===== config.mk =====
export PLATFORM = sky130hd
export DESIGN_NAME = magnetometer_measure_sequencer
export DESIGN_NICKNAME = d
export VERILOG_FILES = /design/src/mag_seq_pkg.sv /design/src/hysteresis_comparator.sv /design/src/magnetometer_measure_sequencer.sv
export VERILOG_INCLUDE_DIRS = /design/src
export SDC_FILE = /design/constraint.sdc
export NUM_CORES = 1
export LEC_CHECK = 0
export BUFFER_PORTS_ARGS = -buffer_cell sky130_fd_sc_hd__clkbuf_2
export CORE_UTILIZATION = 55
export DETAILED_ROUTE_END_ITERATION = 7
export GPL_TIMING_DRIVEN = 0
export HOLD_SLACK_MARGIN = 0.12
export PLACE_DENSITY = 0.72
export SLEW_MARGIN = 25
export SYNTH_ARGS = -nofsm -noshare
export SYNTH_HDL_FRONTEND = slang
export SYNTH_SLANG_ARGS = --single-unit
export TNS_END_PERCENT = 50

===== constraint.sdc =====
create_clock -name clk_in -period 11.14 [get_ports clk_in]
set_input_delay 2.228 -clock clk_in [delete_from_list [all_inputs] [get_ports clk_in]]
set_output_delay 2.228 -clock clk_in [all_outputs]
set_load 0.01 [all_outputs]

===== src/mag_seq_cfg.svh =====
// Constants of the magnetometer measurement sequencer
// Overview of operation
// Mode 0000 power-down, 0001 single shot
// Even nonzero patterns select seven periodic rates
// Periodic mode runs until host rewrites mode
// Reset gives power-down; valid write starts mode
// Power-down keeps register contents and access
// Single shot stores, then mode returns 0000
// Single completion sets ready and comparator bits
// Periodic mode sleeps with only period counter
// New mode or threshold write ends periodic
// Setting access halts updates until mode rewrite
// Periodic ready set when entering power save
// Ready enable drives both interrupt pins
// Data read or setting access clears ready
// Flags plus data read clears ready, overrun
// Data access protects stored results until end
// Data registers show previous result meanwhile
// Unread result overrun; cleared next store
// Unfinished read defers next store, no overrun
// Host writes 0000 to stop periodic mode
// Each store runs all threshold comparisons
// Hysteresis: above operate sets, below release clears
// Six channels, two per axis, 16-bit levels
// Reset pin or soft bit reinitialises all
// Period from internal clock; signed compares
`ifndef MAG_SEQ_CFG_SVH
`define MAG_SEQ_CFG_SVH

// Register offsets
`define ADDR_FLAGS 8'h10
`define ADDR_X_HI 8'h11
`define ADDR_Z_LO 8'h16
`define ADDR_SET_FIRST 8'h20
`define ADDR_SET_LAST 8'h27
`define ADDR_IRQ_CTRL 8'h20
`define ADDR_MODE_CTRL 8'h21
`define ADDR_SOFT_RST 8'h22
`define ADDR_THR_FIRST 8'h30
`define ADDR_THR_LAST 8'h47

// Field positions
`define FLAG_DATA_READY_FLAG_BIT 0
`define FLAG_DOR_BIT 1
`define IRQ_DATA_READY_FLAG_EN_BIT 0
`define SOFT_RST_BIT 0

// Mode patterns
`define MODE_PD 4'h0
`define MODE_SINGLE 4'h1
`define MODE_P025 4'h2
`define MODE_P05 4'h4
`define MODE_P1 4'h6
`define MODE_P10 4'h8
`define MODE_P20 4'hA
`define MODE_P50 4'hC
`define MODE_P100 4'hE

// Measurement periods in ms (0.25, 0.5, 1, 10, 20, 50, 100 Hz)
`define PERIOD_P025_MS 12'hFA0
`define PERIOD_P05_MS 12'h7D0
`define PERIOD_P1_MS 12'h3E8
`define PERIOD_P10_MS 12'h064
`define PERIOD_P20_MS 12'h032
`define PERIOD_P50_MS 12'h014
`define PERIOD_P100_MS 12'h00A

// Timing: clock rate in kHz and period tick in ms
`define CLK_FREQ_KHZ 25000
`define TICK_TIME_MS 1

// Threshold reset value and unmapped read value
`define THR_RESET 16'h0000
`define RDATA_UNMAPPED 8'h00

`endif


===== src/mag_seq_pkg.sv =====
// Types of the magnetometer measurement sequencer
package mag_seq_pkg;

	// Sequencer phases, one-hot
	typedef enum logic [2:0] {
		ST_IDLE = 3'b001,
		ST_MEAS = 3'b010,
		ST_SAVE = 3'b100
	} seq_state_type;

	// Register access from the serial front end
	typedef struct packed {
		logic [7:0] addr;
		logic wr;
		logic rd;
		logic [7:0] wdata;
		logic xfer_end;
	} reg_req_type;

	// Result from the analog front end
	typedef struct packed {
		logic done;
		logic [2:0][15:0] field;
	} sample_type;

	// Comparator channel state
	typedef struct packed {
		logic result;
	} cmp_state_type;

	// Whole sequencer state
	typedef struct packed {
		seq_state_type phase;
		logic [3:0] mode;
		logic data_ready_flag_irq_en;
		logic data_ready_flag;
		logic overrun_flag;
		logic halted;
		logic rd_data;
		logic rd_flags;
		logic [2:0][15:0] field;
		logic pend;
		logic [2:0][15:0] pend_field;
		logic [5:0][15:0] operate;
		logic [5:0][15:0] release_lvl;
		logic [16:0] ms_div;
		logic [11:0] ms_left;
		logic [7:0] rdata;
		logic start;
		logic sw_update;
	} seq_regs_type;

endpackage


===== src/hysteresis_comparator.sv =====
// One hysteresis switch comparator channel
`timescale 1ns/1ps
`include "mag_seq_cfg.svh"

module hysteresis_comparator
	import mag_seq_pkg::*;
(
	input wire logic clk_in,
	input wire logic rst_b_in,
	input wire logic clear_in,
	input wire logic update_in,
	input wire logic [15:0] data_in,
	input wire logic [15:0] operate_in,
	input wire logic [15:0] release_in,
	output logic result_out
);

	cmp_state_type cur; // Registered state
	cmp_state_type next_cur; // Next state
	logic enabled; // Operate above release

	// Judge against levels, signed
	always_comb begin
		next_cur = cur;
		enabled = $signed(operate_in) > $signed(release_in);
		if (clear_in) begin
			next_cur.result = 1'b0;
		end else if (update_in && enabled) begin
			if ($signed(data_in) > $signed(operate_in)) begin
				next_cur.result = 1'b1;
			end else if ($signed(data_in) < $signed(release_in)) begin
				next_cur.result = 1'b0;
			end
		end
	end

	// State register
	always_ff @(posedge clk_in or negedge rst_b_in) begin
		if (!rst_b_in) begin
			cur <= '0;
		end else begin
			cur <= next_cur;
		end
	end

	assign result_out = cur.result;
endmodule


===== src/magnetometer_measure_sequencer.sv =====
// Measurement sequencer with flags, read protection and comparators
`timescale 1ns/1ps
`include "mag_seq_cfg.svh"

module magnetometer_measure_sequencer
	import mag_seq_pkg::*;
#(
	parameter int unsigned MS_CYCLES = `CLK_FREQ_KHZ * `TICK_TIME_MS
)
(
	input wire logic clk_in,
	input wire logic rst_b_in,
	input wire reg_req_type reg_req_in,
	input wire sample_type sample_in,
	output logic [7:0] reg_rdata_out,
	output logic meas_start_out,
	output logic power_save_out,
	output logic irq_out,
	output logic irq_open_drain_o_out,
	output logic irq_open_drain_oe_b_out
);

	// Reset contents of the state
	function automatic seq_regs_type reset_state();
		seq_regs_type s;
		s = '0;
		s.phase = ST_IDLE;
		s.mode = `MODE_PD;
		for (int i = 0; i < 6; i++) begin
			s.operate[i] = `THR_RESET;
			s.release_lvl[i] = `THR_RESET;
		end
		return s;
	endfunction

	// Period length of a periodic mode in ms
	function automatic logic [11:0] period_ms(input logic [3:0] m);
		case (m)
			`MODE_P025: period_ms = `PERIOD_P025_MS;
			`MODE_P05: period_ms = `PERIOD_P05_MS;
			`MODE_P1: period_ms = `PERIOD_P1_MS;
			`MODE_P10: period_ms = `PERIOD_P10_MS;
			`MODE_P20: period_ms = `PERIOD_P20_MS;
			`MODE_P50: period_ms = `PERIOD_P50_MS;
			`MODE_P100: period_ms = `PERIOD_P100_MS;
			default: period_ms = 12'h000;
		endcase
	endfunction

	// Pattern names a periodic mode
	function automatic logic is_periodic(input logic [3:0] m);
		return period_ms(m) != 12'h000;
	endfunction

	localparam seq_regs_type SEQ_RESET = reset_state();
	localparam logic [16:0] DIV_LAST = 17'(MS_CYCLES - 1);

	seq_regs_type cur; // Registered state
	seq_regs_type next_cur; // Next state
	logic [5:0] sw_bits; // Comparator outputs
	logic access; // Any register access
	logic setting; // Access in setting range
	logic data_rd; // Byte read of result data
	logic tick; // One ms enable pulse
	logic soft_rst; // Soft reset request
	logic [7:0] didx; // Result byte index
	logic [7:0] tidx; // Threshold byte index
	logic [2:0] tch; // Threshold channel
	logic store_now; // Fresh result goes straight in

	assign access = reg_req_in.rd | reg_req_in.wr;
	assign setting = access && reg_req_in.addr >= `ADDR_SET_FIRST && reg_req_in.addr <= `ADDR_SET_LAST;
	assign data_rd = reg_req_in.rd && reg_req_in.addr >= `ADDR_X_HI && reg_req_in.addr <= `ADDR_Z_LO;
	assign didx = reg_req_in.addr - `ADDR_X_HI;
	assign tidx = reg_req_in.addr - `ADDR_THR_FIRST;
	assign tch = tidx[4:2];

	// Next-state logic
	always_comb begin
		next_cur = cur;
		next_cur.start = 1'b0;
		next_cur.sw_update = 1'b0;
		tick = 1'b0;
		soft_rst = 1'b0;
		store_now = 1'b0;

		// Read data, registered one cycle after the strobe
		if (reg_req_in.rd) begin
			if (reg_req_in.addr == `ADDR_FLAGS) begin
				next_cur.rdata = {sw_bits, cur.overrun_flag, cur.data_ready_flag};
			end else if (data_rd) begin
				next_cur.rdata = didx[0] ? cur.field[didx[2:1]][7:0] : cur.field[didx[2:1]][15:8];
			end else if (reg_req_in.addr == `ADDR_IRQ_CTRL) begin
				next_cur.rdata = {7'h00, cur.data_ready_flag_irq_en};
			end else if (reg_req_in.addr == `ADDR_MODE_CTRL) begin
				next_cur.rdata = {4'h0, cur.mode};
			end else if (reg_req_in.addr >= `ADDR_THR_FIRST && reg_req_in.addr <= `ADDR_THR_LAST) begin
				if (tidx[1]) begin
					next_cur.rdata = tidx[0] ? cur.release_lvl[tch][7:0] : cur.release_lvl[tch][15:8];
				end else begin
					next_cur.rdata = tidx[0] ? cur.operate[tch][7:0] : cur.operate[tch][15:8];
				end
			end else begin
				next_cur.rdata = `RDATA_UNMAPPED;
			end
		end

		// Millisecond divider, only alive in power save
		if (cur.phase == ST_SAVE) begin
			if (cur.ms_div == DIV_LAST) begin
				next_cur.ms_div = 17'h00000;
				tick = 1'b1;
			end else begin
				next_cur.ms_div = cur.ms_div + 17'h00001;
			end
		end else begin
			next_cur.ms_div = 17'h00000;
		end

		// Period countdown wakes a new measurement
		if (tick) begin
			if (cur.ms_left <= 12'h001) begin
				next_cur.phase = ST_MEAS;
				next_cur.start = 1'b1;
			end else begin
				next_cur.ms_left = cur.ms_left - 12'h001;
			end
		end

		// Track what the current transfer has read
		if (data_rd) begin
			next_cur.rd_data = 1'b1;
		end
		if (reg_req_in.rd && reg_req_in.addr == `ADDR_FLAGS) begin
			next_cur.rd_flags = 1'b1;
		end

		// Transfer end finishes a read
		if (reg_req_in.xfer_end) begin
			next_cur.rd_data = 1'b0;
			next_cur.rd_flags = 1'b0;
			if (cur.rd_data) begin
				next_cur.data_ready_flag = 1'b0;
				if (cur.rd_flags) begin
					next_cur.overrun_flag = 1'b0;
				end
			end
			if (cur.pend) begin
				next_cur.pend = 1'b0;
				next_cur.field = cur.pend_field;
				next_cur.data_ready_flag = 1'b1;
				next_cur.overrun_flag = 1'b0;
				next_cur.sw_update = 1'b1;
			end
		end

		// Measurement completion
		if (cur.phase == ST_MEAS && sample_in.done) begin
			if (cur.mode == `MODE_SINGLE) begin
				next_cur.mode = `MODE_PD;
				next_cur.phase = ST_IDLE;
			end else begin
				next_cur.phase = ST_SAVE;
				next_cur.ms_left = period_ms(cur.mode);
			end
			if (!cur.halted && !setting) begin
				if (cur.rd_data && !reg_req_in.xfer_end) begin
					next_cur.pend = 1'b1;
					next_cur.pend_field = sample_in.field;
				end else begin
					store_now = 1'b1;
					next_cur.field = sample_in.field;
					next_cur.overrun_flag = next_cur.data_ready_flag;
					next_cur.data_ready_flag = 1'b1;
					next_cur.sw_update = 1'b1;
				end
			end
		end

		// Setting access clears flags and halts updates
		if (setting) begin
			next_cur.data_ready_flag = 1'b0;
			next_cur.overrun_flag = 1'b0;
			next_cur.halted = 1'b1;
			next_cur.pend = 1'b0;
			next_cur.sw_update = 1'b0;
		end

		// Register writes
		if (reg_req_in.wr) begin
			if (reg_req_in.addr == `ADDR_IRQ_CTRL) begin
				next_cur.data_ready_flag_irq_en = reg_req_in.wdata[`IRQ_DATA_READY_FLAG_EN_BIT];
			end else if (reg_req_in.addr == `ADDR_MODE_CTRL) begin
				if (reg_req_in.wdata[3:0] == `MODE_PD) begin
					next_cur.mode = `MODE_PD;
					next_cur.phase = ST_IDLE;
					next_cur.halted = 1'b0;
				end else if (reg_req_in.wdata[3:0] == `MODE_SINGLE || is_periodic(reg_req_in.wdata[3:0])) begin
					next_cur.mode = reg_req_in.wdata[3:0];
					next_cur.phase = ST_MEAS;
					next_cur.start = 1'b1;
					next_cur.halted = 1'b0;
				end
			end else if (reg_req_in.addr == `ADDR_SOFT_RST) begin
				soft_rst = reg_req_in.wdata[`SOFT_RST_BIT];
			end else if (reg_req_in.addr >= `ADDR_THR_FIRST && reg_req_in.addr <= `ADDR_THR_LAST) begin
				if (tidx[1]) begin
					if (tidx[0]) begin
						next_cur.release_lvl[tch][7:0] = reg_req_in.wdata;
					end else begin
						next_cur.release_lvl[tch][15:8] = reg_req_in.wdata;
					end
				end else begin
					if (tidx[0]) begin
						next_cur.operate[tch][7:0] = reg_req_in.wdata;
					end else begin
						next_cur.operate[tch][15:8] = reg_req_in.wdata;
					end
				end
				if (is_periodic(cur.mode)) begin
					next_cur.mode = `MODE_PD;
					next_cur.phase = ST_IDLE;
				end
			end
		end

		// Soft reset returns everything to defaults
		if (soft_rst) begin
			next_cur = SEQ_RESET;
		end
	end

	// State register
	always_ff @(posedge clk_in or negedge rst_b_in) begin
		if (!rst_b_in) begin
			cur <= SEQ_RESET;
		end else begin
			cur <= next_cur;
		end
	end

	// Six comparators, two per axis, fed with the value being stored
	for (genvar ch = 0; ch < 6; ch++) begin : g_cmp
		hysteresis_comparator u_cmp (
			.clk_in(clk_in),
			.rst_b_in(rst_b_in),
			.clear_in(soft_rst),
			.update_in(next_cur.sw_update),
			.data_in(next_cur.field[ch / 2]),
			.operate_in(cur.operate[ch]),
			.release_in(cur.release_lvl[ch]),
			.result_out(sw_bits[ch])
		);
	end

	// Outputs
	assign reg_rdata_out = cur.rdata;
	assign meas_start_out = cur.start;
	assign power_save_out = cur.phase == ST_SAVE;
	assign irq_out = cur.data_ready_flag_irq_en & cur.data_ready_flag;
	assign irq_open_drain_o_out = 1'b0;
	assign irq_open_drain_oe_b_out = ~(cur.data_ready_flag_irq_en & cur.data_ready_flag);
endmodule


==> qor.yml <==
worstPathBufferInverterCount: 6
crit_path_top_delay_cell: "clkbuf_1"
cp_cell_sequence: "clkbuf_2 > inv_1 > buf_2 > clkbuf_1 > ha_1 > or3b_2 > nor4_4 > buf_2 > clkbuf_1 > a311oi_2 > ha_1 > a21oi_1 > o21ai_0 > a2111oi_0 > o21ai_0 > a211oi_1 > o21ai_0 > a32o_1"
aggregate_negative_setup_slack_ns: 0
timing.reg2reg.worst_path_depth: 16
post_cts_buffers: 0
hold_path.class: "reg2reg"
initial_core_util_pct: 56.2
finalWorstSetupSlack_ns: 3.61
num-nets-final: 3251
hold_violations: 0
coreArea_um2: 42200
clock-skew-final_ns: 0.0312
layout.cells.most_common: "nand2_1"
grt_pass1_wl_um: 137000
fp.dieArea_um2: 44000
chipWidth_um: 210
critical_path.most_common_cell: "o21ai_0"
clock_insertion_delay_worst_skew_ns: 0.60
timing_endpoint_of_the_critical_path: "g_cmp[0].u_cmp.result_out"
worst_slew_margin_rel_pct: 18.7
clock_sinks: 346
num_io_pins: 83
routed_wire_length_per_instance_um: 26.4
post_layout_nonfiller_instances: 3464
timing.critical_path.fanout_max: 11
clockBufferDepth: 3
rows: 75
post_synth_instance_area_um2: 23700
mostFrequentLayoutCells: "nand2_1, dfrtp_1, o21ai_0"
first_global_vias: 22200
avgSynthCellArea_um2: 8.61
regToRegSetupSlack_ns: 6.08
syn_nets: 3113
worst_path_dominant_cell_family: "buffers and inverters"
arrival_ns: 8.02
proportion_of_netlist_area_held_by_the_largest_area_contributor_pct: 36.4
top_area_cells_in_the_synthesized_netlist: "dfrtp_1, ha_1, nand2_1"
area_delta_synth_final_pct: 12.8
critical_path.startpoint: "reg_req_in[11]"
drive_gt1_share_pct: 11.6
detail_route.vias_per_cell: 6.60
post_cts_hold_buffer_count: 0
worst_slew_pin_slew_ns: 1.21
crit-reg2reg-launch: "cur[338]"
ys.flop_type: "dfrtp_1"
cellPowerDensity_nw_per_um2: 139
post_synthesis_cell_type_count: 83
buffer_ports.inserted: 77
worstSetupPathDepth: 18
die_height_um: 210
yosys.area.top_type: "dfrtp_1"
grt_setup_unrepaired: "false"
max_clock_freq_mhz: 133
ctsResizeCount: 0
crit-reg2reg-capture: "g_cmp[2].u_cmp.result_out"
ys_async_sr_fraction_pct: 100
synth_warnings: 0
groute.usage.overall_pct: 42.1
synth_cells: 2755
ys_seq_elements: 346
htree_num_levels: 2
master_cell_of_the_clock_root_buffer: "clkbuf_16"
drcViolationCount: 0
routed-via-count: 22900
synth_seq_area_share_pct: 36.5
final_routed_wirelength_um: 91600
tritoncts: "built"
grt_antenna_before_repair: 1
post-place-ws_ns: 3.23
p_leak_nw: 11.8
drtPass1Iterations: 6
vdd_ir_drop_max_uv: 124
timing.hold.worst.start: "cur[73]"
drtAntennaViolNets: 0
max_stage_delay_ns: 0.81
outcome: "finished clean"
antenna_cells_inserted: 0
final_max_slew_viol_count: 0
synth_edf_count: 0
clkTransAtPathRegs_ns: 0.06
grt.overflow.total: 0
cts_made_buffers: 41
hold_path_depth: 2
grt_start_max_net_pins: 89
finalCritPeriodShare_pct: 67.6
place.gp.congestion: 1.08
critical_path_capture_point_type: "flop"
layout_min_cycle_time_ns: 7.53
worstSetupPathType: "in2reg"
startpoint_type: "input port"
dp_hpwl_um: 71500
final-setup-viol-count: 0
detailedRoute.firstIterationViolations: 3196
max-cap-violations: 0
dp.cells: 3389
worst_ep_required_time_ns: 11.62
==> worst min-delay path by stage <==
| stage | to | slack (ns) |
|---|---|---|
| 2_1_floorplan | cur[109] | 0.45 |
| 3_3_place_gp | cur[97] | 0.46 |
| 3_5_place_dp | cur[98] | 0.47 |
| 4_1_cts | cur[98] | 0.48 |
| 5_1_grt | cur[73] | 0.51 |
| 6_report | cur[73] | 0.48 |
==> registers in the layout (all words and copies together), names as in the netlist <==
| register | flops |
|---|---|
| cur | 331 |
| reg_rdata_out | 8 |
| g_cmp.u_cmp.result_out | 6 |
| meas_start_out | 1 |
==> logic make-up (layout without fill, tap and decap cells) <==
logic type      after synthesis  after routing  share of synthesized area (%)
simple gates                981            981                           18.5
compound gates              686            686                           17.9
buf+inv                     364            534                           6.18
flops                       346            346                           36.5
fa+ha+maj                   288            288                           15.2
mux                          60             60                           4.61
xor+xnor                     29             29                           1.07
other cells                   1              1                         0.0158
==> worst min-delay path: stages, from the launching register on <==
cell and delay (ns):
dfrtp_1 0.34, nand2_1 0.05, o21ai_0 0.06
==> synthesized netlist by cell type (all sizes together) (15+ instances only) <==
cell,number
nor3,46
xor2,17
buf,57
inv,228
nand3,80
a21oi,117
o211ai,15
a211oi,23
nand2,541
nor2b,27
nor2,162
mux4,39
o21ai,322
mux2i,17
ha,288
a221o,16
dfrtp,345
a221oi,20
clkbuf,78
a21o,34
a311oi,46
nand4,45
==> cell type report <==
class,instances,area [µm²]
fill,3634,15500
multi-input combinational,2045,13900
sequential,346,8660
clock buffer,54,1180
inverter,229,860
tap,539,674
buffer,135,616
timing repair buffer,95,613
clock inverter,21,288
==> metrics by stage <==
step	hold WS, ns	cell area (µm²)	total power [mW]	utilization [%]
6_report	0.483	26800	3.71	63.4
3_5_place_dp	0.470	25300	2.23	59.8
3_3_place_gp	0.461	24800	2.19	58.7
4_1_cts	0.483	26700	3.68	63.3
2_1_floorplan	0.450	23700	1.92	-
5_1_grt	0.510	26800	3.85	63.4
==> metal layers <==
metal	GRT usage, %	wire length [µm]
met5	0	13
met4	22.5	5470
met3	11.7	11300
met1	55.5	36000
met2	63.1	38800
==> power by group <==
part           switching (mW)  internal, mW  total [mW]
clock network           0.573         0.886        1.46
registers              0.0506          1.31        1.36
logic                   0.530         0.361       0.891
total                    1.15          2.56        3.71
(Power assumes the default switching activity.)
